### src/logic/pmc_pkg.sv
// Constants and types for the program memory and configuration loader
`default_nettype none
package pmc_pkg;
  typedef logic [20:0] pmc_addr_t;
  typedef logic [15:0] pmc_word_t;
  localparam pmc_addr_t RESET_VEC = 21'h000000;
  localparam pmc_addr_t HI_VEC = 21'h000008;
  localparam pmc_addr_t LO_VEC = 21'h000018;
  localparam pmc_addr_t PC_STEP = 21'h000002;
  localparam pmc_addr_t TOP_64K = 21'h010000;
  localparam pmc_addr_t TOP_96K = 21'h018000;
  localparam pmc_addr_t TOP_128K = 21'h020000;
  localparam pmc_addr_t CFG_SPAN = 21'h000008;
  localparam logic [1:0] CFG_FIRST = 2'h0;
  localparam logic [1:0] CFG_LAST = 2'h2;
  localparam logic [1:0] CFG_STEP = 2'h1;
  localparam pmc_word_t NOP_WORD = 16'h0000;
  localparam logic [4:0] SP_RESET = 5'h00;
  localparam logic [4:0] SP_STEP = 5'h01;
  typedef enum logic [1:0] {SEL_64K, SEL_96K, SEL_128K} pmc_size_t;
  typedef enum logic [1:0] {ST_LOAD, ST_CAPT, ST_RUN} pmc_mode_t;
  typedef struct packed {
    logic [4:0] upper;
    logic [7:0] high;
    logic [7:0] low;
  } pmc_tos_t;
  typedef struct packed {
    pmc_word_t third;
    pmc_word_t second;
    pmc_word_t first;
  } pmc_cfg_t;
  typedef struct packed {
    logic high;
    logic low;
  } pmc_flags_t;
  typedef struct packed {
    pmc_mode_t mode;
    pmc_addr_t pc;
    logic [1:0] cfg_idx;
    pmc_cfg_t cfg;
    logic cfg_done;
    pmc_tos_t tos;
    logic [4:0] sp;
    logic pend;
    logic over;
    logic valid;
    pmc_word_t data;
    pmc_flags_t flags;
  } pmc_state_t;
  function automatic pmc_addr_t top_of(input pmc_size_t sel);
    case (sel)
      SEL_64K: top_of = TOP_64K;
      SEL_96K: top_of = TOP_96K;
      default: top_of = TOP_128K;
    endcase
  endfunction
endpackage
`default_nettype wire

### src/logic/pmc_loader.sv
// Program memory map, configuration load and interrupt wake-up vectoring
// What this block does
// - Program counter is 21 bits wide
// - Reads above implemented flash return zero
// - Every reset loads program counter with zero
// - Interrupt vectors fixed at 0x0008 and 0x0018
// - Top four flash words hold configuration
// - Each reset copies configuration into registers
// - Configuration bytes stored low byte first, ascending
// - Only first three words used; fourth ignored
// - Configuration range follows the flash size
// - Flash size 64, 96 or 128 Kbytes
// - Enabled wake pushes PC, advances stack pointer
// - Enabled wake loads matching priority vector
// - Wake leaves interrupt flag bits set
// - Fetch path separate from data RAM
`default_nettype none
module pmc_loader #(
  parameter pmc_pkg::pmc_size_t FLASH_SIZE = pmc_pkg::SEL_128K
) (
  input wire logic clock_in,
  input wire logic reset_n_in,
  input wire logic fetch_req_in,
  output logic fetch_ready_out,
  output logic fetch_valid_out,
  output pmc_pkg::pmc_word_t fetch_data_out,
  output pmc_pkg::pmc_addr_t pc_out,
  output logic flash_rd_out,
  output pmc_pkg::pmc_addr_t flash_addr_out,
  input wire pmc_pkg::pmc_word_t flash_rdata_in,
  input wire logic wake_in,
  input wire logic wake_high_in,
  input wire logic high_priority_global_irq_enable_in,
  input wire logic low_priority_global_irq_enable_in,
  input wire pmc_pkg::pmc_flags_t flag_clear_in,
  output pmc_pkg::pmc_flags_t interrupt_control_regs_out,
  output pmc_pkg::pmc_tos_t stack_top_out,
  output logic [4:0] return_stack_pointer_out,
  output pmc_pkg::pmc_cfg_t config_out,
  output logic cfg_done_out
);
  localparam pmc_pkg::pmc_addr_t TOP = pmc_pkg::top_of(FLASH_SIZE);
  localparam pmc_pkg::pmc_addr_t CFG_BASE = TOP - pmc_pkg::CFG_SPAN;

  pmc_pkg::pmc_state_t state;
  pmc_pkg::pmc_state_t next_state;
  logic run;
  logic wake_go;
  logic fetch_go;
  logic in_range;
  pmc_pkg::pmc_addr_t cfg_addr;

  always_comb begin
    run = (state.mode == pmc_pkg::ST_RUN);
    wake_go = run && wake_in &&
      (high_priority_global_irq_enable_in || low_priority_global_irq_enable_in);
    fetch_go = run && fetch_req_in && !wake_go;
    in_range = (state.pc < TOP);
    cfg_addr = CFG_BASE + {18'h00000, state.cfg_idx, 1'b0};
  end

  // Flash is read by the configuration load, then by the fetch port; data RAM sits on its own bus
  always_comb begin
    fetch_ready_out = run && !wake_go;
    flash_rd_out = 1'b0;
    flash_addr_out = pmc_pkg::RESET_VEC;
    if (state.mode == pmc_pkg::ST_LOAD) begin
      flash_rd_out = 1'b1;
      flash_addr_out = cfg_addr;
    end else if (fetch_go && in_range) begin
      flash_rd_out = 1'b1;
      flash_addr_out = state.pc;
    end
  end

  always_comb begin
    next_state = state;
    next_state.valid = state.pend;
    next_state.pend = 1'b0;
    if (state.pend) begin
      next_state.data = state.over ? pmc_pkg::NOP_WORD : flash_rdata_in;
    end
    case (state.mode)
      pmc_pkg::ST_LOAD: begin
        next_state.mode = pmc_pkg::ST_CAPT;
      end
      pmc_pkg::ST_CAPT: begin
        case (state.cfg_idx)
          pmc_pkg::CFG_FIRST: next_state.cfg.first = flash_rdata_in;
          pmc_pkg::CFG_LAST: next_state.cfg.third = flash_rdata_in;
          default: next_state.cfg.second = flash_rdata_in;
        endcase
        if (state.cfg_idx == pmc_pkg::CFG_LAST) begin
          next_state.mode = pmc_pkg::ST_RUN;
          next_state.cfg_done = 1'b1;
        end else begin
          next_state.cfg_idx = state.cfg_idx + pmc_pkg::CFG_STEP;
          next_state.mode = pmc_pkg::ST_LOAD;
        end
      end
      pmc_pkg::ST_RUN: begin
        if (wake_go) begin
          next_state.tos = state.pc;
          next_state.sp = state.sp + pmc_pkg::SP_STEP;
          next_state.pc = wake_high_in ? pmc_pkg::HI_VEC : pmc_pkg::LO_VEC;
        end else if (fetch_go) begin
          next_state.pend = 1'b1;
          next_state.over = !in_range;
          next_state.pc = state.pc + pmc_pkg::PC_STEP;
        end
      end
      default: next_state.mode = pmc_pkg::ST_LOAD;
    endcase
    // Set beats clear in the same cycle
    next_state.flags.high = (state.flags.high && !flag_clear_in.high) ||
      (wake_in && wake_high_in);
    next_state.flags.low = (state.flags.low && !flag_clear_in.low) ||
      (wake_in && !wake_high_in);
    if (!reset_n_in) begin
      next_state = '0;
      next_state.mode = pmc_pkg::ST_LOAD;
      next_state.pc = pmc_pkg::RESET_VEC;
      next_state.sp = pmc_pkg::SP_RESET;
    end
  end

  always_ff @(posedge clock_in) begin
    state <= next_state;
  end

  always_comb begin
    fetch_valid_out = state.valid;
    fetch_data_out = state.data;
    pc_out = state.pc;
    interrupt_control_regs_out = state.flags;
    stack_top_out = state.tos;
    return_stack_pointer_out = state.sp;
    config_out = state.cfg;
    cfg_done_out = state.cfg_done;
  end
endmodule
`default_nettype wire

### config.mk
export PLATFORM = sky130hd
export DESIGN_NAME = pmc_loader
export DESIGN_NICKNAME = d
export VERILOG_FILES = /design/src/logic/pmc_pkg.sv /design/src/logic/pmc_loader.sv
export SDC_FILE = /design/constraint.sdc
export NUM_CORES = 1
export LEC_CHECK = 0
export BUFFER_PORTS_ARGS = -buffer_cell sky130_fd_sc_hd__buf_2
export CORE_ASPECT_RATIO = 1.5
export CORE_UTILIZATION = 58
export CTS_BUF_LIST = sky130_fd_sc_hd__clkbuf_8
export DETAILED_ROUTE_END_ITERATION = 6
export PLACE_DENSITY = 0.88
export SLEW_MARGIN = 20
export SYNTH_ARGS = -nofsm -noshare
export SYNTH_HDL_FRONTEND = slang
export SYNTH_SLANG_ARGS = --single-unit
### constraint.sdc
create_clock -name clock_in -period 4.2 [get_ports clock_in]
set_input_delay 0 -clock clock_in [delete_from_list [all_inputs] [get_ports clock_in]]
set_output_delay 0 -clock clock_in [all_outputs]
set_load 0.005 [all_outputs]
==> summary.txt <==
Pwr
  • Pwr Total: 2439 uW
  • Seq pwr share: 48.2%
  • Switching share of power: 23.60%
  • Internal power: 1863 uW
  • Clk pwr share: 43.6%
  • Pwr dens: 399.0 nW/um^2
  • Sw power: 575.5 uW
  • Max VDD drop: 0.2947 mV
  • Leak: 0.002770 uW
  • Comb pwr share: 8.2%

Route
  • Antenna Nets Post-Route: 0
  • Total routed wirelength: 13110 um
  • DRT iter0 DRCs: 315
  • Vias/cell: 5.315
  • DRC: 0
  • Via count: 4624
  • Detailed-router iteration count before antenna repair: 5
  • WL/cell: 15.07 um

Timing
  • Setup ws final: 1.687 ns
  • Rel. slew slack: 27.88%
  • Actual slew at the worst max-slew pin: 1.080 ns
  • Worst hold margin: 0.04591 ns
  • Tcrit/Tclk final: 59.83%
  • Hold Vio Cnt, Final: 0
  • Layout Skew: 0.01157 ns
  • Unrepaired setup endpoints after global routing: no
  • Fmax: 397.9 MHz
  • Final setup fails: 0
  • Setup TNS after final layout: 0 ns
  • Final Max Slew Viols: 0
  • Min Tclk post-route: 2.513 ns

Clock network
  • Sink Count: 119
  • Setup bufs post-CTS: 0
  • CTS tree: yes
  • Hold_buf cts: 23
  • Maximum buffer depth of the clock tree: 2
  • CTS HTree Levels: 4
  • Clock root buffer: clkbuf_8
  • CTS resizes: 0
  • TritonCTS buffer count: 17
  • Worst skew pair latency: 0.43 ns
  • Worst-path clk slew: 0.07 ns

Synthesis
  • Synth warn: 0
  • Flops & latches, synth: 119
  • Dominant synthesized flop cell: dfxtp_1
  • Syn_area_per_cell: 7.982 um^2
  • Cell count after synthesis: 691
  • Synthesized area: 5515 um^2
  • Post-synth EDFFs: 0
  • Sequential element share of the synthesized area: 43.19%
  • Post-synth cell types: 38
  • Ys async rst share: 0%

Floorplanning
  • Die width: 81.62 um
  • Row cnt: 43
  • Core area: 9254 um^2
  • Io pins: 163
  • Initial Utilization: 59.60%
  • Die area: 9911 um^2
  • Die height: 121.4 um

Final layout
  • Ratio of cells with drive above 1 in the final layout: 25.73%
  • Area of the multi-input gates: 2133 um^2
  • N_diodes: 0
  • Register area: 2382 um^2
  • Filler cells: 758
  • Finished Cell Area: 6112 um^2
  • Area grow syn2layout: 10.82%
  • Most frequent cells in the layout: nand2_1 (157), buf_2 (155), dfxtp_1 (119)
  • Layout net count: 774
  • Commonest non-fill, non-tap cell in the layout: nand2_1

Setup path
  • Setup crit start: pc_out[20]
  • Reg-to-reg slack, setup: 2.19 ns
  • Crit Path Class: reg2out
  • Crit end category: output pin
  • R2R depth: 5
  • RR Startpoint: state[120]
  • Crit path max fanout: 18
  • CP arrival: 2.51 ns
  • Worst Path Required: 4.20 ns
  • Startpoint Class: flip-flop

Global routing
  • Antenna violations before repair: 0
  • Vias in the first global route: 4048
  • Largest net degree at the start of global routing: 67
  • First-pass GRT wire length: 19830 um
  • Grt ovf: 0
  • Total GRT Usage: 26.61%

Placed design
  • Dpl hpwl: 8811 um
  • Post-DP Area: 5470 um^2
  • Port bufs: 155
  • Placer Congestion: 0.9167
  • DP Worst Slack: 2.162 ns

Min path
  • Min-Delay Path Class: in2reg
  • Hold Path Depth: 4
  • Hold Crit Start: high_priority_global_irq_enable_in

Run status
  • Status: complete, no violations

Job
  • Maxcap violations: 0
-- final timing paths --
| path | endpoint |
|---|---|
| max reg2reg | stack_top_out[9] |
| max | flash_addr_out[1] |
| min reg2reg | config_out[46] |
| min | state[19] |
-- synth_stat cells (2+ instances only) --
| cell type | number | share of area, % |
|---|---|---|
| nand4_1 | 9 | 1.0 |
| nor2b_1 | 18 | 2.0 |
| and4_1 | 2 | 0.32 |
| nand2b_1 | 4 | 0.45 |
| nor2_1 | 35 | 2.4 |
| o31ai_1 | 3 | 0.41 |
| or3_1 | 6 | 0.68 |
| or4_1 | 7 | 0.95 |
| and3_1 | 2 | 0.23 |
| dfxtp_1 | 119 | 43 |
| xnor2_1 | 5 | 0.79 |
| a21oi_1 | 101 | 9.2 |
| a22o_1 | 2 | 0.32 |
| o21ai_0 | 7 | 0.64 |
| buf_4 | 118 | 16 |
| ha_1 | 4 | 0.91 |
| clkbuf_1 | 34 | 2.3 |
| inv_1 | 2 | 0.14 |
| nand3_1 | 8 | 0.73 |
| nor3_1 | 4 | 0.36 |
| xor2_1 | 9 | 1.4 |
| nand2_1 | 157 | 11 |
| and2_1 | 6 | 0.68 |
| o211ai_1 | 2 | 0.27 |
| a21o_1 | 14 | 1.9 |
-- worst max-delay path, cell delays in order, from the launching register on --
cell     delay (ns)
dfxtp_1        0.34
or4_1          0.54
nor3_2         0.82
a22o_1         0.26
buf_2          0.12
-- kinds of logic (layout without fill, tap and decap cells) --
kind of cell | after synthesis | count (layout) | synth area share [%]
adder cells (fa/ha/maj) | 4 | 4 | 0.9075
other | 1 | 7 | 0.06799
AO/OA/AOI/OAI | 132 | 132 | 13.11
XOR/XNOR | 14 | 14 | 2.223
buffers and inverters | 156 | 217 | 18.67
flip-flops | 119 | 119 | 43.19
AND/OR/NAND/NOR | 265 | 265 | 21.82
-- power groups by stage --
stage	sequential [uW]	combinational (uW)	clock, uW
final	1170	200	1060
after floorplan	1190	140	0
after global routing	1180	222	1130
after detailed placement	1200	182	0
after global placement	1200	177	0
after CTS	1170	199	1080
-- flip-flops by register name, summed over array words and instances (netlist names) --
signal,count
config_out,48
pc_out,20
stack_top_out,20
fetch_data_out,16
state,6
return_stack_pointer_out,5
interrupt_control_regs_out,2
cfg_done_out,1
fetch_valid_out,1
-- routing by layer --
| layer | global-route usage (%) | wire length [um] | vias up |
|---|---|---|---|
| met2 | 47.45 | 6969 | 212 |
| met5 | 0 | 0 | - |
| met3 | 7.293 | 817 | 24 |
| li1 | - | - | 2243 |
| met1 | 28.39 | 5030 | 2145 |
| met4 | 11.73 | 292 | 0 |
-- per-stage QoR --
| stage | utilization [%] | instances |
|---|---|---|
| 6_report | 66.05 | 870 |
| 5_1_grt | 66.05 | 870 |
| 4_1_cts | 66.02 | 870 |
| 3_5_place_dp | 59.11 | 815 |
| 3_3_place_gp | 59.11 | 815 |
| 2_1_floorplan | - | 697 |
-- final cells by class --
cell class / count / share of cell area [%]
well taps: 112 / 2.293
repair buffers: 182 / 16.95
inverters: 3 / 0.1842
multi-input cells: 422 / 34.90
clock buffers: 20 / 4.504
clock inverters: 12 / 2.190
flip-flops and latches: 119 / 38.98
Note: power is estimated with default switching activity, not from simulation.
